--- config.mk ---
export PLATFORM = sky130hd
export DESIGN_NAME = ispf_ctrl
export DESIGN_NICKNAME = d
export VERILOG_FILES = /design/src/hw/ispf_pkg.sv /design/src/hw/ispf_ctrl.sv
export SDC_FILE = /design/constraint.sdc
export NUM_CORES = 1
export LEC_CHECK = 0
export BUFFER_PORTS_ARGS = -buffer_cell sky130_fd_sc_hd__buf_2
export CAP_MARGIN = 25
export CORE_ASPECT_RATIO = 1.2
export CORE_UTILIZATION = 52
export DETAILED_ROUTE_END_ITERATION = 7
export PLACE_DENSITY = 0.78
export SKIP_LAST_GASP = 1
export SYNTH_ARGS = -nofsm -noshare
export SYNTH_HDL_FRONTEND = slang
export SYNTH_SLANG_ARGS = --single-unit
--- constraint.sdc ---
create_clock -name sys_clk -period 2.8 [get_ports sys_clk]
set_clock_uncertainty 0.2 [all_clocks]
set_input_delay 0.28 -clock sys_clk [delete_from_list [all_inputs] [get_ports sys_clk]]
set_output_delay 0.28 -clock sys_clk [all_outputs]
set_load 0.03 [all_outputs]
--- src/hw/ispf_pkg.sv ---
// Constants, types and the register map of the boot-region flash program/erase controller.
// Assumes one 100 MHz clock, APB register access and an external flash array macro.
// Operation
// - Lock key register resets to C9, read/write.
// - Data memory writes only while lock holds C9.
// - Lock key persists; no rewrite per write.
// - Shared array: no access during program/erase.
// - Boot region E000-E5FF; boot mode starts E000.
// - A1 column, A[11:2] row; 384 rows boot.
// - 192 pages of 4 words; page erase, row program.
// - Zero wait states, or one at high clock.
// - Sense amp enable depends on power mode.
// - No program or erase without valid key; data memory writes need only the lock.
// - Mass and odd/even erase only in test mode.
// - Busy flag set during operation, blocks access.
// - Reset aborts operation; held until array idle.
// - Pulses: 30us program, 1ms page, 4ms mass.
// - Config bytes loaded from array during reset.
// - Empty-code byte write protection by environment.
// - Config byte: code region high bits, empty code.
// - Empty when two code bits set; boot mode.
// - Page erase bit turns write into page erase.
package ispf_pkg;
	// Timing.
	localparam int CLK_PERIOD_NS = 10;
	localparam int PROG_TIME_NS = 30000;
	localparam int PAGE_ERASE_TIME_NS = 1000000;
	localparam int MASS_ERASE_TIME_NS = 4000000;
	localparam int PROG_CYC = (PROG_TIME_NS + CLK_PERIOD_NS - 1) / CLK_PERIOD_NS;
	localparam int PAGE_ERASE_CYC = (PAGE_ERASE_TIME_NS + CLK_PERIOD_NS - 1) / CLK_PERIOD_NS;
	localparam int MASS_ERASE_CYC = (MASS_ERASE_TIME_NS + CLK_PERIOD_NS - 1) / CLK_PERIOD_NS;
	localparam int PULSE_W = 20;
	// Address map of the shared array.
	localparam logic [15:0] ISP_BASE = 16'hE000;
	localparam logic [15:0] ARRAY_LAST = 16'hEFFF;
	localparam logic [9:0] ISP_ROWS = 10'h180;
	localparam logic [11:0] CFG_HI_ADDR = 12'h5FE;
	localparam logic [11:0] CFG_LO_ADDR = 12'h5FC;
	localparam logic [15:0] ISP_VECTOR = 16'hE000;
	localparam logic [6:0] BOOT_AREA_OFF = 7'h7F;
	localparam logic [16:0] BOOT_TAIL_BYTES = 17'h00004;
	localparam logic [2:0] ENV_ALL_HIGH = 3'h7;
	localparam logic [1:0] BE_WORD = 2'h3;
	// Key and reset values.
	localparam logic [7:0] DM_UNLOCK = 8'hC9;
	localparam logic [7:0] LOCK_RST = 8'hC9;
	localparam logic [15:0] CFG2_RST = 16'h0000;
	localparam logic [7:0] CFG1_RST = 8'h00;
	localparam logic [7:0] SEC_RST = 8'h00;
	localparam logic [3:0] CTRL_RST = 4'h0;
	// Register byte offsets.
	localparam logic [7:0] OFS_LOCK = 8'h00;
	localparam logic [7:0] OFS_PKEY = 8'h04;
	localparam logic [7:0] OFS_CTRL = 8'h08;
	localparam logic [7:0] OFS_STAT = 8'h0C;
	localparam logic [7:0] OFS_CFG2 = 8'h10;
	localparam logic [7:0] OFS_CFG1 = 8'h14;
	localparam logic [7:0] OFS_SEC = 8'h18;
	// Control fields.
	localparam int CTRL_ERASE = 0;
	localparam int CTRL_MASS_ERASE_SELECT = 1;
	localparam int CTRL_HIGH_POWER_FLASH_MODE = 2;
	localparam int CTRL_WAIT = 3;
	// Second config word fields.
	localparam int EMPTY_HI = 15;
	localparam int EMPTY_LO = 13;

	typedef enum logic [2:0] {
		ST_WAIT_IDLE = 3'h0,
		ST_LD_HI = 3'h1,
		ST_LD_LO = 3'h3,
		ST_RUN = 3'h2
	} ispf_state_e;

	typedef struct packed {
		logic prog;
		logic page_erase;
		logic mass_erase;
		logic half_erase;
		logic rd;
		logic sa_en;
		logic sa_half;
	} ispf_arr_ctl_s;
endpackage

--- src/hw/ispf_ctrl.sv ---
// Boot-region flash program/erase controller: APB registers, CPU memory port, array sequencer.
// Assumes an array macro with combinational read data while rd is high and an idle indication.
//
// Implementation choices: the APB interface to the registers and the register addresses.
`timescale 1ns/1ns
module ispf_ctrl #(
	parameter int PAGE_ERASE_CYC = ispf_pkg::PAGE_ERASE_CYC,
	parameter int MASS_ERASE_CYC = ispf_pkg::MASS_ERASE_CYC,
	// Program key value is arbitrary.
	parameter logic [7:0] PROG_KEY = 8'h5A,
	parameter logic [15:0] IRE_VECTOR = 16'h0000
) (
	// Clock and reset
	input wire logic sys_clk,
	input wire logic rst_b,
	// APB slave
	input wire logic [7:0] paddr,
	input wire logic psel,
	input wire logic penable,
	input wire logic pwrite,
	input wire logic [31:0] pwdata,
	output logic pready,
	output logic [31:0] prdata,
	output logic pslverr,
	// CPU memory port
	input wire logic mem_sel,
	input wire logic mem_wr,
	input wire logic [15:0] mem_addr,
	input wire logic [1:0] mem_be,
	input wire logic [15:0] mem_wdata,
	input wire logic [15:0] exec_addr,
	output logic mem_ready,
	output logic mem_err,
	output logic [15:0] mem_rdata,
	// Flash array macro
	output logic [11:0] arr_addr,
	output logic [15:0] arr_wdata,
	output logic [1:0] arr_be,
	output ispf_pkg::ispf_arr_ctl_s arr_ctl,
	input wire logic [15:0] arr_rdata,
	input wire logic arr_idle,
	// Environment
	input wire logic [2:0] env_sel,
	input wire logic test_mode,
	output logic cpu_rst_b,
	output logic isp_env,
	output logic [15:0] boot_vector
);
	ispf_pkg::ispf_state_e state_r;
	logic ld_ph_r;
	logic rd_act_r;
	logic rd_ph_r;
	logic busy_r;
	logic [ispf_pkg::PULSE_W-1:0] pulse_cnt_r;
	logic [ispf_pkg::PULSE_W-1:0] hlp_len_r;
	logic [7:0] lock_r;
	logic key_armed_r;
	logic [3:0] ctrl_r;
	logic [15:0] cfg2_r;
	logic [7:0] cfg1_r;
	logic [7:0] sec_r;

	// APB decode.
	wire logic apb_setup = psel & ~penable;
	wire logic apb_wr = psel & penable & pready & pwrite;
	wire logic sel_lock = paddr == ispf_pkg::OFS_LOCK;
	wire logic sel_pkey = paddr == ispf_pkg::OFS_PKEY;
	wire logic sel_ctrl = paddr == ispf_pkg::OFS_CTRL;
	wire logic sel_stat = paddr == ispf_pkg::OFS_STAT;
	wire logic sel_cfg2 = paddr == ispf_pkg::OFS_CFG2;
	wire logic sel_cfg1 = paddr == ispf_pkg::OFS_CFG1;
	wire logic sel_sec = paddr == ispf_pkg::OFS_SEC;
	wire logic apb_mapped = sel_lock | sel_pkey | sel_ctrl | sel_stat | sel_cfg2 | sel_cfg1
		| sel_sec;
	wire logic empty_code = (cfg2_r[ispf_pkg::EMPTY_HI] & cfg2_r[ispf_pkg::EMPTY_HI-1])
		| (cfg2_r[ispf_pkg::EMPTY_HI] & cfg2_r[ispf_pkg::EMPTY_LO])
		| (cfg2_r[ispf_pkg::EMPTY_HI-1] & cfg2_r[ispf_pkg::EMPTY_LO]);
	wire logic [3:0] stat_word = {empty_code, isp_env, key_armed_r, busy_r};
	wire logic [31:0] rd_mux = sel_lock ? {24'h000000, lock_r}
		: sel_ctrl ? {28'h0000000, ctrl_r}
		: sel_stat ? {28'h0000000, stat_word}
		: sel_cfg2 ? {16'h0000, cfg2_r}
		: sel_cfg1 ? {24'h000000, cfg1_r}
		: sel_sec ? {24'h000000, sec_r}
		: 32'h00000000;

	// Memory port decode.
	wire logic [9:0] mem_row = mem_addr[11:2];
	wire logic in_array = (mem_addr >= ispf_pkg::ISP_BASE) && (mem_addr <= ispf_pkg::ARRAY_LAST);
	wire logic in_isp = in_array && (mem_row < ispf_pkg::ISP_ROWS);
	wire logic acc_new = mem_sel & ~mem_ready & ~rd_act_r & (state_r == ispf_pkg::ST_RUN);
	wire logic refuse = acc_new & (busy_r | ~in_array);
	wire logic rd_go = acc_new & ~refuse & ~mem_wr;
	wire logic wr_go = acc_new & ~refuse & mem_wr;
	wire logic word_wr = mem_be == ispf_pkg::BE_WORD;
	wire logic high_power_flash_mode = ctrl_r[ispf_pkg::CTRL_HIGH_POWER_FLASH_MODE];
	wire logic wait_en = ctrl_r[ispf_pkg::CTRL_WAIT];
	wire logic rd_done = rd_act_r & ~(wait_en & ~rd_ph_r);

	// The empty-code byte is guarded so that a stray write from the boot area's own tail
	// cannot brick the start-up selection.
	wire logic [13:0] boot_end = {cfg1_r[6:0], 7'h7F};
	wire logic boot_en = cfg1_r[6:0] != ispf_pkg::BOOT_AREA_OFF;
	wire logic [16:0] exec_lim = {1'b0, exec_addr} + ispf_pkg::BOOT_TAIL_BYTES;
	wire logic exec_ok = exec_lim <= {3'h0, boot_end};
	wire logic cfg_hit = in_isp && (mem_addr[11:1] == ispf_pkg::CFG_HI_ADDR[11:1]);
	wire logic cfg_ok = ~cfg_hit | isp_env | test_mode
		| (~word_wr & boot_en & exec_ok);

	// Operation selection.
	wire logic mass_mode = ctrl_r[ispf_pkg::CTRL_MASS_ERASE_SELECT];
	wire logic page_mode = ctrl_r[ispf_pkg::CTRL_ERASE] & ~mass_mode;
	wire logic isp_wr_ok = key_armed_r & cfg_ok & (~mass_mode | test_mode);
	wire logic dm_wr_ok = lock_r == ispf_pkg::DM_UNLOCK;
	wire logic op_start = wr_go & (in_isp ? isp_wr_ok : dm_wr_ok);
	wire logic op_mass = in_isp & mass_mode & word_wr;
	wire logic op_half = in_isp & mass_mode & ~word_wr;
	wire logic op_page = in_isp & page_mode;
	wire logic op_prog = ~op_mass & ~op_half & ~op_page;
	wire logic [ispf_pkg::PULSE_W-1:0] pulse_last = (op_mass | op_half)
		? ispf_pkg::PULSE_W'(MASS_ERASE_CYC - 1)
		: op_page ? ispf_pkg::PULSE_W'(PAGE_ERASE_CYC - 1)
		: ispf_pkg::PULSE_W'(ispf_pkg::PROG_CYC - 1);

	// APB answers one cycle after setup, so every transfer has exactly one access cycle.
	always_ff @(posedge sys_clk or negedge rst_b) begin
		if (!rst_b) begin
			pready <= 1'b0;
			prdata <= 32'h00000000;
			pslverr <= 1'b0;
		end else begin
			pready <= apb_setup;
			prdata <= apb_setup ? rd_mux : 32'h00000000;
			pslverr <= apb_setup & ~apb_mapped;
		end
	end

	// Software registers.
	always_ff @(posedge sys_clk or negedge rst_b) begin
		if (!rst_b) begin
			lock_r <= ispf_pkg::LOCK_RST;
			ctrl_r <= ispf_pkg::CTRL_RST;
			key_armed_r <= 1'b0;
		end else begin
			if (apb_wr && sel_lock) begin
				lock_r <= pwdata[7:0];
			end
			if (apb_wr && sel_ctrl) begin
				ctrl_r <= pwdata[3:0];
			end
			// The key is consumed by the next boot-region write, valid or not.
			if (wr_go && in_isp) begin
				key_armed_r <= 1'b0;
			end else if (apb_wr && sel_pkey) begin
				key_armed_r <= pwdata[7:0] == PROG_KEY;
			end
		end
	end

	// CPU memory port answers.
	always_ff @(posedge sys_clk or negedge rst_b) begin
		if (!rst_b) begin
			mem_ready <= 1'b0;
			mem_err <= 1'b0;
			mem_rdata <= 16'h0000;
		end else begin
			mem_ready <= refuse | wr_go | rd_done;
			mem_err <= refuse | (wr_go & ~op_start);
			if (rd_done) begin
				mem_rdata <= arr_rdata;
			end else if (refuse) begin
				mem_rdata <= 16'h0000;
			end
		end
	end

	// Array sequencer: start-up loading, reads and program/erase pulses.
	always_ff @(posedge sys_clk or negedge rst_b) begin
		if (!rst_b) begin
			state_r <= ispf_pkg::ST_WAIT_IDLE;
			ld_ph_r <= 1'b0;
			rd_act_r <= 1'b0;
			rd_ph_r <= 1'b0;
			busy_r <= 1'b0;
			pulse_cnt_r <= '0;
			arr_addr <= 12'h000;
			arr_wdata <= 16'h0000;
			arr_be <= 2'h0;
			arr_ctl <= '0;
			cfg2_r <= ispf_pkg::CFG2_RST;
			cfg1_r <= ispf_pkg::CFG1_RST;
			sec_r <= ispf_pkg::SEC_RST;
			cpu_rst_b <= 1'b0;
			isp_env <= 1'b0;
			boot_vector <= IRE_VECTOR;
		end else begin
			unique case (state_r)
				ispf_pkg::ST_WAIT_IDLE: begin
					// An aborted pulse may still be settling; loading waits for it.
					if (arr_idle) begin
						state_r <= ispf_pkg::ST_LD_HI;
					end
				end
				ispf_pkg::ST_LD_HI, ispf_pkg::ST_LD_LO: begin
					if (!ld_ph_r) begin
						arr_addr <= (state_r == ispf_pkg::ST_LD_HI) ? ispf_pkg::CFG_HI_ADDR
							: ispf_pkg::CFG_LO_ADDR;
						arr_ctl.rd <= 1'b1;
						arr_ctl.sa_en <= 1'b1;
						ld_ph_r <= 1'b1;
					end else begin
						arr_ctl <= '0;
						ld_ph_r <= 1'b0;
						if (state_r == ispf_pkg::ST_LD_HI) begin
							cfg2_r[15:8] <= arr_rdata[7:0];
							sec_r <= arr_rdata[15:8];
							state_r <= ispf_pkg::ST_LD_LO;
						end else begin
							cfg2_r[7:0] <= arr_rdata[7:0];
							cfg1_r <= arr_rdata[15:8];
							isp_env <= boot_empty_r(cfg2_r);
							boot_vector <= boot_empty_r(cfg2_r) ? ispf_pkg::ISP_VECTOR
								: IRE_VECTOR;
							cpu_rst_b <= 1'b1;
							state_r <= ispf_pkg::ST_RUN;
						end
					end
				end
				ispf_pkg::ST_RUN: begin
					if (busy_r) begin
						if (pulse_cnt_r == '0) begin
							busy_r <= 1'b0;
							arr_ctl <= '0;
						end else begin
							pulse_cnt_r <= pulse_cnt_r - 1'b1;
						end
					end else if (rd_act_r) begin
						if (!rd_done) begin
							rd_ph_r <= 1'b1;
							arr_ctl.sa_en <= 1'b1;
						end else begin
							rd_act_r <= 1'b0;
							rd_ph_r <= 1'b0;
							arr_ctl <= '0;
						end
					end else if (rd_go) begin
						arr_addr <= mem_addr[11:0];
						arr_ctl.rd <= 1'b1;
						arr_ctl.sa_en <= high_power_flash_mode;
						arr_ctl.sa_half <= ~high_power_flash_mode & ~wait_en;
						rd_act_r <= 1'b1;
					end else if (op_start) begin
						arr_addr <= mem_addr[11:0];
						arr_wdata <= mem_wdata;
						arr_be <= mem_be;
						arr_ctl.prog <= op_prog;
						arr_ctl.page_erase <= op_page;
						arr_ctl.mass_erase <= op_mass;
						arr_ctl.half_erase <= op_half;
						pulse_cnt_r <= pulse_last;
						busy_r <= 1'b1;
					end
				end
				default: begin
					state_r <= ispf_pkg::ST_WAIT_IDLE;
				end
			endcase
		end
	end

	// The empty decision uses the high config byte loaded one step earlier.
	function automatic logic boot_empty_r(input logic [15:0] c2);
		logic [2:0] e;
		e = c2[ispf_pkg::EMPTY_HI:ispf_pkg::EMPTY_LO];
		return (env_sel == ispf_pkg::ENV_ALL_HIGH) & ((e[2] & e[1]) | (e[2] & e[0])
			| (e[1] & e[0]));
	endfunction

	// Helper: length of the current programming strobe.
	always_ff @(posedge sys_clk or negedge rst_b) begin
		if (!rst_b) begin
			hlp_len_r <= '0;
		end else begin
			hlp_len_r <= arr_ctl.prog ? hlp_len_r + 1'b1 : '0;
		end
	end
endmodule // ispf_ctrl

==> run summary <==
status = finished with violations
failing checks = setup timing
Clk pwr share = 30.1%
initial core utilization = 54.17%
Detailed Routing Iterations Pass 1 = 5
post-synth top area share = 48.91%
Worst-Margin Slew = 574.8 ps
fin area = 9857 µm²
fraction of layout cells with a size suffix above 1 = 35.35%
row cnt = 46
Buf+Inv Stages, Crit Path = 3
Post-synth EDFFs = 0
Final ANT Viol Nets = 0
final net count = 1108
CTS tree = done
# Max-Cap Violations = 0
clock slew at reported path FFs = 60 ps
Post-route DRC = 0
synthesized netlist cell count = 712
CP endpoint kind = flip-flop
# fillers = 903
relative slew slack = 61.35%
Final Non-Filler Cells = 1162
Net Sw Frac = 34.92%
WL/cell = 18.06 µm
top cells by area, synth = dfrtp_1 49%, mux2_2 7.3%, nand2_1 5.2%
# clock sinks = 146
Die Y-Extent = 131.5 µm
wire length of the first global-routing pass = 32130 µm
Fmax achieved = 0.3498 GHz
Final Hold Viols = 0
CP max FO = 7
clock buffer depth = 2
sequential-to-total area share from yosys stat = 50.36%
Placer Congestion = 0.8959
most frequent cell after synthesis = dfrtp_1
Tcrit/Tclk final = 102.1%
Final Setup Violations = 16
Final Max Tran Viols = 0
total wire length = 20990 µm
cell family with most CP delay = simple AND/OR/NAND/NOR gates
switching pwr = 2.489 mW
Comb power frac = 29.8%
total CTS buffers = 17
Post-Syn Area = 7264 µm²
largest net degree at the start of global routing = 56
post-synthesis average cell area = 10.20 µm²
CTS H-tree lvls = 4
DRT iter0 DRCs = 462
final core occ = 73.50%
WP data arrival = 2960 ps
clock root buffer = clkbuf_16
initial antenna violation count = 1
final setup margin = -58.55 ps
area delta synth->final = 35.69%
critical-path cell list = buf_6, nand4_1, buf_4, nor2_4, nand3_2, xnor2_2, ha_1, nand4_1, nor3_2, nand3_1, o31a_1, o211a_1, buf_12, nor2_4, mux2_4
worst slack, placed = -444.8 ps
Yosys reg bits = 146
Leak Pwr = 4.852 nW
count of input and output buffers = 171
critical path launch point type = primary input
detailed placement HPWL = 13820 µm
Cell Pwr Density = 723.2 nW/µm²
Die Width = 109.9 µm
Total Power = 7.128 mW
worst hold-check path type = primary input to flip-flop
P_int = 4.639 mW
Yosys Warn Count = 0
Synth cell types = 62
hold slack = 47.58 ps
FFs w/ async S/R, synth = 100.0%
Clock Latency Late Sink = 420 ps
Synth area leader = dfrtp_1
boundary pin count = 225
Vias = 6565
worst vdd ir = 0.5252 mV
vias in the first global route = 6595
Vias/cell = 5.650
dominant synthesized flop cell = dfrtp_1
Cells after DPL = 1068
Crit-path slowest cell = ha_1
total track usage = 29.11%
Reg power frac = 40.0%
unrepaired setup endpoints after global routing = true
crit path kind = primary input to flip-flop
total grt overflow = 0
top post-synthesis cells by count = 142 x dfrtp_1, 101 x nand2_1, 47 x mux2_2
minimum clock period = 2859 ps
setup total negative slack = -618.7 ps
Core Area = 13410 µm²
Post-DP Area = 8552 µm²
Die ar. = 14450 µm²
Worst EP required = 2900 ps
CP peak stage delay = 320 ps
==> layout make-up <==
| class | count | area (µm²) | area share, % |
|---|---|---|---|
| Clock buffer | 18 | 439.2 | 4.455 |
| Inverter | 23 | 86.33 | 0.8759 |
| Timing Repair Buffer | 285 | 1967 | 19.95 |
| Multi-Input combinational cell | 507 | 3376 | 34.25 |
| Tap cell | 168 | 210.2 | 2.133 |
| Clock inverter | 14 | 117.6 | 1.193 |
| Sequential cell | 146 | 3659 | 37.12 |
| Antenna cell | 1 | 2.502 | 0.02539 |
==> worst paths after layout <==
kind                                              from                           to  slack [ps]  depth (start not counted)
min in group asynchronous                        rst_b      arr_addr[1]$_DFFE_PN0P_         170                          2
max in group asynchronous                        rst_b  pulse_cnt_r[15]$_DFFE_PN0P_        1370                          3
max reg2reg                pulse_cnt_r[10]$_DFFE_PN0P_       arr_ctl[2]$_DFFE_PN0P_         110                          7
min reg2reg                  arr_wdata[15]$_DFFE_PN0P_    arr_wdata[15]$_DFFE_PN0P_         270                          2
min                                           paddr[5]          prdata[3]$_DFF_PN0_          50                          4
max                                       exec_addr[4]      arr_addr[1]$_DFFE_PN0P_         -60                         15
==> power by group through the flow <==
stage / Combinational, mW / Sequential [mW] / Clock [mW]
2_1_floorplan: 1.17 / 3.01 / 0
3_3_place_gp: 1.93 / 2.85 / 0
3_5_place_dp: 1.99 / 2.87 / 0
4_1_cts: 2.06 / 2.84 / 2.16
5_1_grt: 2.29 / 2.90 / 2.26
6_report: 2.13 / 2.85 / 2.15
==> registers in the layout (all words and copies together), names as in the netlist, 2 cells and up <==
name         count
state_r          2
mem_rdata       16
arr_be           2
arr_ctl          7
arr_wdata       16
prdata          16
cfg1_r           8
pulse_cnt_r     20
sec_r            8
cfg2_r          16
arr_addr        12
lock_r           8
ctrl_r           4
==> repair_timing <==
action	CTS	global route
gates resized for setup	1	23
endpoints found under the setup margin	2	51
endpoints found under the hold margin	145	0
cloned	0	1
buffers inserted	0	4
hold buffers	56	0
pin swaps	0	10
==> metal layers <==
| layer | part of all wire (%) | global-route usage, % | vias to the layer above |
|---|---|---|---|
| li1 | - | - | 3016 |
| met1 | 38 | 34.11 | 3163 |
| met2 | 52 | 50.59 | 327 |
| met3 | 6.5 | 5.655 | 59 |
| met4 | 3.0 | 12.74 | 0 |
| met5 | 0 | 0 | - |
==> tightest hold or removal path: stages <==
cell and delay [ps]:
buf_2 70, nor3_1 40, nand2_1 140, a2111oi_0 80
==> placed cells by master (no fill, tap or decap), drive strengths merged, types with 3 or more instances in the layout <==
cell	Yosys	layout
xnor2	7	7
conb	1	29
o22ai	3	3
clkinvlp	0	4
dfstp	4	4
mux2	47	47
mux2i	12	12
or3	5	5
a22oi	7	7
clkinv	0	3
o31ai	3	3
or2	11	11
a22o	18	18
clkbuf	24	19
nor3	12	12
a211oi	5	5
o211ai	8	8
nor2	43	43
o21ai	33	33
o32a	8	8
and2	11	11
xor2	6	6
dfrtp	142	142
inv	23	30
buf	40	228
nand2b	9	9
a21oi	20	20
o311ai	4	4
nand4	8	8
nor4	12	12
dlygate4sd3	0	56
nor4bb	4	4
nor2b	4	4
ha	10	10
nand2	101	101
a31oi	6	6
and3	4	4
nand3	30	30
a21o	5	5
==> kinds of logic after synthesis <==
kind of cell               Yosys count  share of synthesized area [%]
muxes                               59                          8.939
buffers and inverters               87                          6.407
and+or+nand+nor                    262                          18.05
xor gates and xnor gates            13                          1.567
AOI/OAI and AO/OA                  134                          12.90
adders and majority gates           10                          1.722
other                                1                        0.05162
DFF                                146                          50.36
No activity file was read; power rests on OpenSTA's default activity.
